`config.mk`:
```
export PLATFORM = sky130hd
export DESIGN_NAME = arcs_regs
export DESIGN_NICKNAME = d
export VERILOG_FILES = /design/src/arcs_pkg.sv /design/src/arcs_regs.sv /design/src/arcs_retry_track.sv
export SDC_FILE = /design/constraint.sdc
export NUM_CORES = 1
export LEC_CHECK = 0
export ABC_CLOCK_PERIOD_IN_PS = 6300
export BUFFER_PORTS_ARGS = -buffer_cell sky130_fd_sc_hd__buf_2
export CORE_ASPECT_RATIO = 0.9
export CORE_MARGIN = 2
export CORE_UTILIZATION = 36
export DETAILED_ROUTE_END_ITERATION = 6
export PLACE_DENSITY_LB_ADDON = 0.15
export RECOVER_POWER = 100
export SYNTH_ARGS = -nofsm -noshare
export SYNTH_HDL_FRONTEND = slang
export SYNTH_HIERARCHICAL = 1
export SYNTH_SLANG_ARGS = --single-unit
export TNS_END_PERCENT = 1
```
`constraint.sdc`:
```
create_clock -name CLK -period 6.3 [get_ports CLK]
set_input_delay 0 -clock CLK [delete_from_list [all_inputs] [get_ports CLK]]
set_output_delay 0 -clock CLK [all_outputs]
set_load 0.01 [all_outputs]
```
`src/arcs_pkg.sv`:
```
// constants and types shared by the retry-limit and compare-swap register block
package arcs_pkg;

  // register byte offsets on the host register port
  localparam logic [7:0]  OFS_RETRY      = 8'h08;  // transmit retry limits
  localparam logic [7:0]  OFS_SWAP_NEW   = 8'h0c;  // value stored on a successful compare
  localparam logic [7:0]  OFS_SWAP_CMP   = 8'h10;  // value compared with the resource
  localparam logic [7:0]  OFS_SWAP_CTRL  = 8'h14;  // completion flag and resource selector

  // retry register field layout
  localparam int          RETRY_CNT_W    = 4;      // width of each retry count
  localparam int          PHYS_RETRY_LSB = 8;      // physical_response_retry_count 11:8
  localparam int          ARSP_RETRY_LSB = 4;      // async_response_retry_count 7:4
  localparam int          AREQ_RETRY_LSB = 0;      // async_request_retry_count 3:0
  localparam int          RETRY_RW_W     = 12;     // writable bits 11:0
  localparam int          RETRY_ZERO_W   = 20;     // bits 31:12 read as zero

  // swap control field layout
  localparam int          SWAP_SEL_W     = 2;      // swap_resource_selector 1:0
  localparam int          SWAP_RSVD_W    = 29;     // bits 30:2 read as zero
  localparam int          SWAP_DONE_BIT  = 31;     // swap_complete_flag

  // reset values
  localparam logic [11:0] RETRY_RST      = 12'h000;
  localparam logic [31:0] SWAP_NEW_RST   = 32'h00000000;
  localparam logic [31:0] SWAP_CMP_RST   = 32'h00000000;
  localparam logic        SWAP_DONE_RST  = 1'b1;
  localparam logic [1:0]  SWAP_SEL_RST   = 2'h0;
  localparam logic [3:0]  RETRY_CNT_RST  = 4'h0;

  // resource selector codes
  localparam logic [1:0]  RES_BUS_MANAGER_ID   = 2'h0;
  localparam logic [1:0]  RES_BANDWIDTH_AVAIL  = 2'h1;
  localparam logic [1:0]  RES_CHANNELS_HI      = 2'h2;
  localparam logic [1:0]  RES_CHANNELS_LO      = 2'h3;
  localparam int          RES_COUNT            = 4;

  // start-up contents of the four bus-management resources, index = selector code
  localparam logic [31:0] RES_INIT_BM_ID = 32'h00000000;
  localparam logic [31:0] RES_INIT_BW    = 32'h00000000;
  localparam logic [31:0] RES_INIT_CH_HI = 32'hffffffff;
  localparam logic [31:0] RES_INIT_CH_LO = 32'hffffffff;

  // compare-swap sequencer states
  typedef enum logic [1:0] {
    SWAP_IDLE,
    SWAP_COMPARE,
    SWAP_COMMIT
  } arcs_swap_state_t;

endpackage // arcs_pkg

```
`src/arcs_regs.sv`:
```
// retry-limit and compare-swap register bank of the host controller
`timescale 1ns/100ps
module arcs_regs (
  // clock and reset
  input  wire logic        CLK,
  input  wire logic        RSTN,
  // host register port
  input  wire logic [7:0]  HOST_ADDR,
  input  wire logic        HOST_WR,
  input  wire logic        HOST_RD,
  input  wire logic [31:0] HOST_WDATA,
  output logic      [31:0] HOST_RDATA,
  // physical response unit
  input  wire logic        PHYS_TX_DONE,
  input  wire logic        PHYS_TX_BUSY,
  output logic             PHYS_RETRY,
  output logic             PHYS_GIVE_UP,
  // asynchronous response unit
  input  wire logic        ARSP_TX_DONE,
  input  wire logic        ARSP_TX_BUSY,
  output logic             ARSP_RETRY,
  output logic             ARSP_GIVE_UP,
  // asynchronous request unit
  input  wire logic        AREQ_TX_DONE,
  input  wire logic        AREQ_TX_BUSY,
  output logic             AREQ_RETRY,
  output logic             AREQ_GIVE_UP,
  // compare-swap status
  output logic             SWAP_BUSY
);

  // register state
  logic [11:0]                  retry_q;        // three writable retry counts
  logic [31:0]                  new_q;          // swap_new_value
  logic [31:0]                  new_d;
  logic [31:0]                  cmp_q;          // swap_compare_value
  logic [1:0]                   sel_q;          // swap_resource_selector
  logic                         done_q;         // swap_complete_flag
  logic                         done_d;
  logic [31:0]                  rdata_q;        // registered read answer
  logic                         busy_q;         // swap in flight, for SWAP_BUSY

  // compare-swap engine state
  arcs_pkg::arcs_swap_state_t   state_q;
  arcs_pkg::arcs_swap_state_t   state_d;
  logic [31:0]                  res_q [arcs_pkg::RES_COUNT];  // bus-management resources
  logic [31:0]                  old_q;          // resource value seen at compare
  logic                         match_q;        // compare result

  // address decode
  wire        wr_retry = HOST_WR && (HOST_ADDR == arcs_pkg::OFS_RETRY);
  wire        wr_new   = HOST_WR && (HOST_ADDR == arcs_pkg::OFS_SWAP_NEW);
  wire        wr_cmp   = HOST_WR && (HOST_ADDR == arcs_pkg::OFS_SWAP_CMP);
  wire        wr_ctrl  = HOST_WR && (HOST_ADDR == arcs_pkg::OFS_SWAP_CTRL);

  // retry count fields
  wire [3:0]  phys_lim = retry_q[arcs_pkg::PHYS_RETRY_LSB +: arcs_pkg::RETRY_CNT_W];
  wire [3:0]  arsp_lim = retry_q[arcs_pkg::ARSP_RETRY_LSB +: arcs_pkg::RETRY_CNT_W];
  wire [3:0]  areq_lim = retry_q[arcs_pkg::AREQ_RETRY_LSB +: arcs_pkg::RETRY_CNT_W];

  // read words; unused fields are constant zero
  wire [31:0] retry_word = {{arcs_pkg::RETRY_ZERO_W{1'b0}}, retry_q};
  wire [31:0] ctrl_word  = {done_q, {arcs_pkg::SWAP_RSVD_W{1'b0}}, sel_q};
  wire [31:0] rd_word    = (HOST_ADDR == arcs_pkg::OFS_RETRY)     ? retry_word :
                           (HOST_ADDR == arcs_pkg::OFS_SWAP_NEW)  ? new_q      :
                           (HOST_ADDR == arcs_pkg::OFS_SWAP_CMP)  ? cmp_q      :
                           (HOST_ADDR == arcs_pkg::OFS_SWAP_CTRL) ? ctrl_word  : 32'h00000000;

  // engine decode
  wire [1:0]  cur_sel    = sel_q;
  wire [31:0] cur_res    = res_q[cur_sel];
  wire        finishing  = (state_q == arcs_pkg::SWAP_COMMIT) && !wr_ctrl;
  wire        commit_wr  = finishing && match_q;

  // next state: a control write always (re)starts from the compare step
  always_comb begin
    state_d = state_q;
    case (state_q)
      arcs_pkg::SWAP_IDLE: begin
        if (wr_ctrl) state_d = arcs_pkg::SWAP_COMPARE;
      end
      arcs_pkg::SWAP_COMPARE: begin
        // a new write aborts and restarts on the new selection
        state_d = arcs_pkg::SWAP_COMMIT;
      end
      arcs_pkg::SWAP_COMMIT: begin
        state_d = wr_ctrl ? arcs_pkg::SWAP_COMPARE : arcs_pkg::SWAP_IDLE;
      end
      default: begin
        state_d = arcs_pkg::SWAP_IDLE;
      end
    endcase
    if (wr_ctrl) state_d = arcs_pkg::SWAP_COMPARE;
  end

  // completion flag: write clears; a write in the finishing cycle aborts that swap,
  // so there is never a completion and a clear in the same cycle to arbitrate
  assign done_d = wr_ctrl ? 1'b0 : (finishing ? 1'b1 : done_q);

  // new value: the host write wins; on completion it returns the old resource value
  assign new_d  = wr_new ? HOST_WDATA : (finishing ? old_q : new_q);

  // host-writable registers
  always_ff @(posedge CLK) begin
    if (!RSTN) begin
      retry_q <= arcs_pkg::RETRY_RST;
      new_q   <= arcs_pkg::SWAP_NEW_RST;
      cmp_q   <= arcs_pkg::SWAP_CMP_RST;
      sel_q   <= arcs_pkg::SWAP_SEL_RST;
    end else begin
      if (wr_retry) retry_q <= HOST_WDATA[arcs_pkg::RETRY_RW_W-1:0];
      new_q <= new_d;
      if (wr_cmp)   cmp_q   <= HOST_WDATA;
      if (wr_ctrl)  sel_q   <= HOST_WDATA[arcs_pkg::SWAP_SEL_W-1:0];
    end
  end

  // engine sequencing and flag
  always_ff @(posedge CLK) begin
    if (!RSTN) begin
      state_q <= arcs_pkg::SWAP_IDLE;
      done_q  <= arcs_pkg::SWAP_DONE_RST;
      busy_q  <= 1'b0;
      old_q   <= 32'h00000000;
      match_q <= 1'b0;
    end else begin
      state_q <= state_d;
      done_q  <= done_d;
      busy_q  <= (state_d != arcs_pkg::SWAP_IDLE);
      if (state_q == arcs_pkg::SWAP_COMPARE) begin
        old_q   <= cur_res;
        match_q <= (cur_res == cmp_q);
      end
    end
  end

  // resource storage, written only by a successful compare
  always_ff @(posedge CLK) begin
    if (!RSTN) begin
      res_q[arcs_pkg::RES_BUS_MANAGER_ID]  <= arcs_pkg::RES_INIT_BM_ID;
      res_q[arcs_pkg::RES_BANDWIDTH_AVAIL] <= arcs_pkg::RES_INIT_BW;
      res_q[arcs_pkg::RES_CHANNELS_HI]     <= arcs_pkg::RES_INIT_CH_HI;
      res_q[arcs_pkg::RES_CHANNELS_LO]     <= arcs_pkg::RES_INIT_CH_LO;
    end else if (commit_wr) begin
      res_q[cur_sel] <= new_q;
    end
  end

  // registered read answer, zero when no read is asked
  always_ff @(posedge CLK) begin
    if (!RSTN) begin
      rdata_q <= 32'h00000000;
    end else begin
      rdata_q <= HOST_RD ? rd_word : 32'h00000000;
    end
  end

  assign HOST_RDATA = rdata_q;
  assign SWAP_BUSY  = busy_q;

  // one retry tracker per transmit unit; each reads its own count field
  arcs_retry_track u_phys_retry (
    .clk          (CLK),
    .rstn         (RSTN),
    .limit        (phys_lim),
    .tx_done      (PHYS_TX_DONE),
    .tx_retry_ack (PHYS_TX_BUSY),
    .retry        (PHYS_RETRY),
    .give_up      (PHYS_GIVE_UP),
    .tries        ()
  );

  arcs_retry_track u_arsp_retry (
    .clk          (CLK),
    .rstn         (RSTN),
    .limit        (arsp_lim),
    .tx_done      (ARSP_TX_DONE),
    .tx_retry_ack (ARSP_TX_BUSY),
    .retry        (ARSP_RETRY),
    .give_up      (ARSP_GIVE_UP),
    .tries        ()
  );

  arcs_retry_track u_areq_retry (
    .clk          (CLK),
    .rstn         (RSTN),
    .limit        (areq_lim),
    .tx_done      (AREQ_TX_DONE),
    .tx_retry_ack (AREQ_TX_BUSY),
    .retry        (AREQ_RETRY),
    .give_up      (AREQ_GIVE_UP),
    .tries        ()
  );

  // reading the retry register shows nothing in the second-bound field
  second_bound_zero_a : assert property (@(posedge CLK) disable iff (!RSTN)
    (HOST_RD && HOST_ADDR == arcs_pkg::OFS_RETRY) |=> (HOST_RDATA[31:29] == 3'h0))
    else $error("second bound field not zero");

  // reading the retry register shows nothing in the cycle-bound field
  cycle_bound_zero_a : assert property (@(posedge CLK) disable iff (!RSTN)
    (HOST_RD && HOST_ADDR == arcs_pkg::OFS_RETRY) |=> (HOST_RDATA[28:16] == 13'h0000))
    else $error("cycle bound field not zero");

  // reserved retry bits read zero, writable bits read back what was written
  retry_readback_a : assert property (@(posedge CLK) disable iff (!RSTN)
    (wr_retry ##1 (HOST_RD && HOST_ADDR == arcs_pkg::OFS_RETRY && !HOST_WR))
      |=> (HOST_RDATA == {20'h00000, $past(HOST_WDATA[11:0], 2)}))
    else $error("retry register read back wrong");

  // a successful compare stores the new value into the selected resource
  swap_store_a : assert property (@(posedge CLK) disable iff (!RSTN)
    commit_wr |=> (res_q[$past(sel_q)] == $past(new_q)))
    else $error("swap did not store the new value");

  // the compare step checks the compare register against the selected resource
  swap_compare_a : assert property (@(posedge CLK) disable iff (!RSTN)
    (state_q == arcs_pkg::SWAP_COMPARE && !wr_ctrl)
      |=> (match_q == ($past(res_q[sel_q]) == $past(cmp_q))) && state_q == arcs_pkg::SWAP_COMMIT)
    else $error("compare result wrong");

  // an uninterrupted swap completes two cycles after its control write
  swap_done_a : assert property (@(posedge CLK) disable iff (!RSTN)
    (wr_ctrl ##1 !wr_ctrl ##1 !wr_ctrl) |=> done_q && !busy_q)
    else $error("swap completion flag not set");

  // a control write clears the flag and holds it low while the swap runs
  swap_clear_a : assert property (@(posedge CLK) disable iff (!RSTN)
    wr_ctrl |=> !done_q ##1 !done_q)
    else $error("completion flag not cleared by write");

  // the selector takes the written code
  swap_select_a : assert property (@(posedge CLK) disable iff (!RSTN)
    wr_ctrl |=> (sel_q == $past(HOST_WDATA[1:0])))
    else $error("resource selector not updated");

  // reserved control bits read zero and the flag reads back
  ctrl_reserved_a : assert property (@(posedge CLK) disable iff (!RSTN)
    (HOST_RD && HOST_ADDR == arcs_pkg::OFS_SWAP_CTRL)
      |=> (HOST_RDATA[30:2] == 29'h00000000 && HOST_RDATA[31] == $past(done_q)))
    else $error("control reserved bits not zero");

endmodule // arcs_regs

```
`src/arcs_retry_track.sv`:
```
// retry counter for one transmit unit, bounded by a host-programmed limit
`timescale 1ns/100ps
module arcs_retry_track (
  // clock and reset
  input  wire logic       clk,
  input  wire logic       rstn,
  // programmed limit
  input  wire logic [3:0] limit,
  // transmit outcome from the unit
  input  wire logic       tx_done,
  input  wire logic       tx_retry_ack,
  // decisions back to the unit
  output logic            retry,
  output logic            give_up,
  output logic [3:0]      tries
);

  logic [3:0] count_q;    // retries already spent on the current packet
  logic [3:0] count_d;
  logic       retry_q;    // one-cycle request to resend
  logic       give_up_q;  // one-cycle notice that the limit is spent
  logic       can_retry;  // another attempt is still allowed
  logic       bad_ack;    // busy or data-error acknowledge seen

  // limit is read live, so lowering it mid-packet takes effect at the next ack
  assign can_retry = count_q < limit;
  assign bad_ack   = tx_done && tx_retry_ack;
  assign count_d   = !tx_done ? count_q :
                     (tx_retry_ack && can_retry) ? count_q + 4'h1 : arcs_pkg::RETRY_CNT_RST;

  // counter and decision flops
  always_ff @(posedge clk) begin
    if (!rstn) begin
      count_q   <= arcs_pkg::RETRY_CNT_RST;
      retry_q   <= 1'b0;
      give_up_q <= 1'b0;
    end else begin
      count_q   <= count_d;
      retry_q   <= bad_ack && can_retry;
      give_up_q <= bad_ack && !can_retry;
    end
  end

  assign retry   = retry_q;
  assign give_up = give_up_q;
  assign tries   = count_q;

  // a bad ack under the limit is answered by a resend and one more spent try
  retry_grant_a : assert property (@(posedge clk) disable iff (!rstn)
    (bad_ack && count_q < limit) |=> (retry_q && !give_up_q && count_q == $past(count_q) + 4'h1))
    else $error("retry not granted below the limit");

  // a bad ack at the limit gives up and rearms the counter
  retry_limit_a : assert property (@(posedge clk) disable iff (!rstn)
    (bad_ack && count_q >= limit) |=> (give_up_q && !retry_q && count_q == 4'h0))
    else $error("retry granted past the limit");

  // a good ack never triggers a resend
  retry_clean_a : assert property (@(posedge clk) disable iff (!rstn)
    (tx_done && !tx_retry_ack) |=> (!retry_q && !give_up_q && count_q == 4'h0))
    else $error("resend after a good acknowledge");

endmodule // arcs_retry_track
```
==> out/metrics.cfg <==
[critical_path]
crit_path_start_kind=primary input
crit_chain=dlygate4sd3_1 -> buf_2 -> nor4_1 -> dlygate4sd3_1 -> nand2b_1 -> nor3_1 -> clkbuf_1 -> and2_0 -> buf_4 -> nand2_1 -> a21boi_0
crit_fanout=31
critPathKind=in -> reg
cp-end-kind=register
crit_arrival_ps=5090
required_ps=6710
cp_common_cell=dlygate4sd3_1
cpMaxStageDelayCell=clkbuf_1
crit_path_max_incr_delay_ps=1450

[timing]
clock.fmax_mhz=214
slew_violations=395
tightest_slew_ps=2140
rsz0062_at_grt=false
slew_headroom=-0.424
tns_ps=0
setup_viol=0
timing.final.ws_setup_ps=1620
whs_ps=114
period_share=0.743
period_minus_slack_ps=4680
hold_viol=0
fin_skew_ps=9.24

[power_and_ir_drop]
p_per_area_nw_per_um2=273
peakVddDrop_mv=0.184
leakagePower_uw=0.00535

[layout]
nets=1331
layout-drive-gt1-share=0.113
fin_area_um2=15300
fin_cells=1764
area_growth_syn_to_layout_pct=18.5
antenna_cells=0

[grt]
grt_pass1_vias=9008
grt_max_degree=65
grt_overflow=0
grt_use_total=0.186
grt_pass1_wl_um=53500
antenna_found_initial=0

[clock_tree]
path_clk_slew_ps=60
cts-buffers-inserted=35
htree_levels=2
clockBufferDepth=3
clock_latency_ps=500
postCtsResizedCells=0
clkSinkCount=295
cts_tree=yes
root_buffer=clkbuf_16

[routing]
drt_first_pass_iters=7
viasPerCell=5.04
initialDrtViolationCount=549
finalWirelength_um=34300
num_vias=8891
drcViolationCount=0
postRouteAntennaNets=0
detail_route.wl_per_cell_um=19.5

[synthesis]
yosys-top-cells-area=edfxtp_1 30%, dfxtp_1 26%, nand2_1 5.6%
synth.top_cell.area_share=0.298
yosys_warnings=6
ys_seq_area_frac=0.558
synth_top_cells_by_count=191 x nand2_1, 167 x dfxtp_1, 128 x edfxtp_1
async_reset_ff_frac=0
synth_ff_type=dfxtp_1
synth_most_common_cell=nand2_1
synth.net_count=1207
synth-edff-count=128
yosys.area.top_type=edfxtp_1
synth.avg_cell_area_um2=11.3
syn-cell-area_um2=12900
synth_cell_type_count=58
synth-seq-cells=295
synth_cells=1145

[place]
hpwlAfterDp_um=21700
dp_slack_ps=2550
gp_congestion=0.763
placed_area_um2=13800
numPortBuffers=88
dp_cells=1649

[die]
ios=89
core_um2=35100
fp.dieW_um=203
row_count=65
dieArea_um2=37300
die_height_um=183
start_util=0.367

[run_status]
status=complete, but fails checks
violations=max-capacitance violations, max-slew violations

[flow_run]
drv_cap=12

[worst_hold_path]
hold_path.class=in -> reg

cell usage in the layout (no fill, tap or decap), types with 11 or more instances in the layout:
cell / count
a21boi_0: 72
a22oi_1: 19
and2_0: 37
and2_1: 39
buf_2: 47
clkbuf_1: 63
clkbuf_16: 37
dfxtp_1: 167
dlygate4sd3_1: 52
edfxtp_1: 128
ha_1: 12
inv_1: 23
mux2i_1: 60
mux4_2: 23
nand2_1: 189
nand2b_1: 73
nor2_1: 43
nor2b_1: 11
o211a_1: 32
xnor2_1: 12
xor2_1: 13
worst paths after layout:
path                           from  slack [ps]  depth (start not counted)                          to
min                    HOST_ADDR[2]         110                          5    HOST_RDATA[0]$_SDFF_PN0_
max                    HOST_ADDR[6]        1620                         11       cmp_q[4]$_SDFFE_PN0P_
max reg2reg   state_q[1]$_SDFF_PN0_        1940                          7  res_q[2][26]$_SDFFCE_PN1P_
min reg2reg  old_q[31]$_SDFFE_PN0P_         460                          2      old_q[31]$_SDFFE_PN0P_
cells by family (layout without fill, tap and decap cells):
kind of cell,Yosys count,count (layout),synth area share
and+or+nand+nor,443,443,0.174
DFF,295,295,0.558
AOI/OAI and AO/OA,191,191,0.121
buffers and inverters,95,245,0.0314
muxes,84,84,0.0877
xor gates and xnor gates,25,25,0.0170
adders and majority gates,12,12,0.0117
sequential cells by signal, indices dropped and copies added (netlist names), 2 cells and up, named ones only:
name and flops:
u_phys_retry/tries 4, u_arsp_retry/tries 4, old_q 32, retry_q 12, cmp_q 32, state_q 2
HOST_RDATA 32, cur_sel 2, u_areq_retry/tries 4, res_q 128, new_q 32
what timing repair did:
action,CTS,global route
endpoints found under the hold margin,112,0
setup buffers,0,0
hold buffers,52,0
worst max-delay path: cells and delay by family:
family                 cells  cell delay [ps]
AOI/OAI and AO/OA          1              170
buffers and inverters      5             3150
and+or+nand+nor            5             1780
metal layers:
| layer | vias up | global-route usage | share of wire |
|---|---|---|---|
| li1 | 4295 | - | - |
| met1 | 4404 | 0.257 | 0.49 |
| met2 | 152 | 0.312 | 0.46 |
| met3 | 40 | 0.0276 | 0.036 |
| met4 | 0 | 0.0380 | 0.014 |
| met5 | - | 0 | 0 |
final cells by class:
type,count,area [um2]
Sequential cell,295,7190
Clock inverter,11,103
Timing Repair Buffer,159,1010
Tap cell,469,587
Clock buffer,52,1010
Multi-Input combinational cell,755,5270
Inverter,23,86.3
Fill cell,3438,19900
metrics by stage:
step                utilization  power (uW)
floorplan                     -        2150
global placement          0.392        2220
detailed placement        0.392        2220
CTS                       0.439        4220
global route              0.434        4300
finish                    0.434        4160
report_power, final:
part           internal (uW)  switching [uW]
registers               2030            12.1
logic                   68.4            89.9
clock network           1190             775
total                   3290             877
Power figures use the tool's default switching activity.
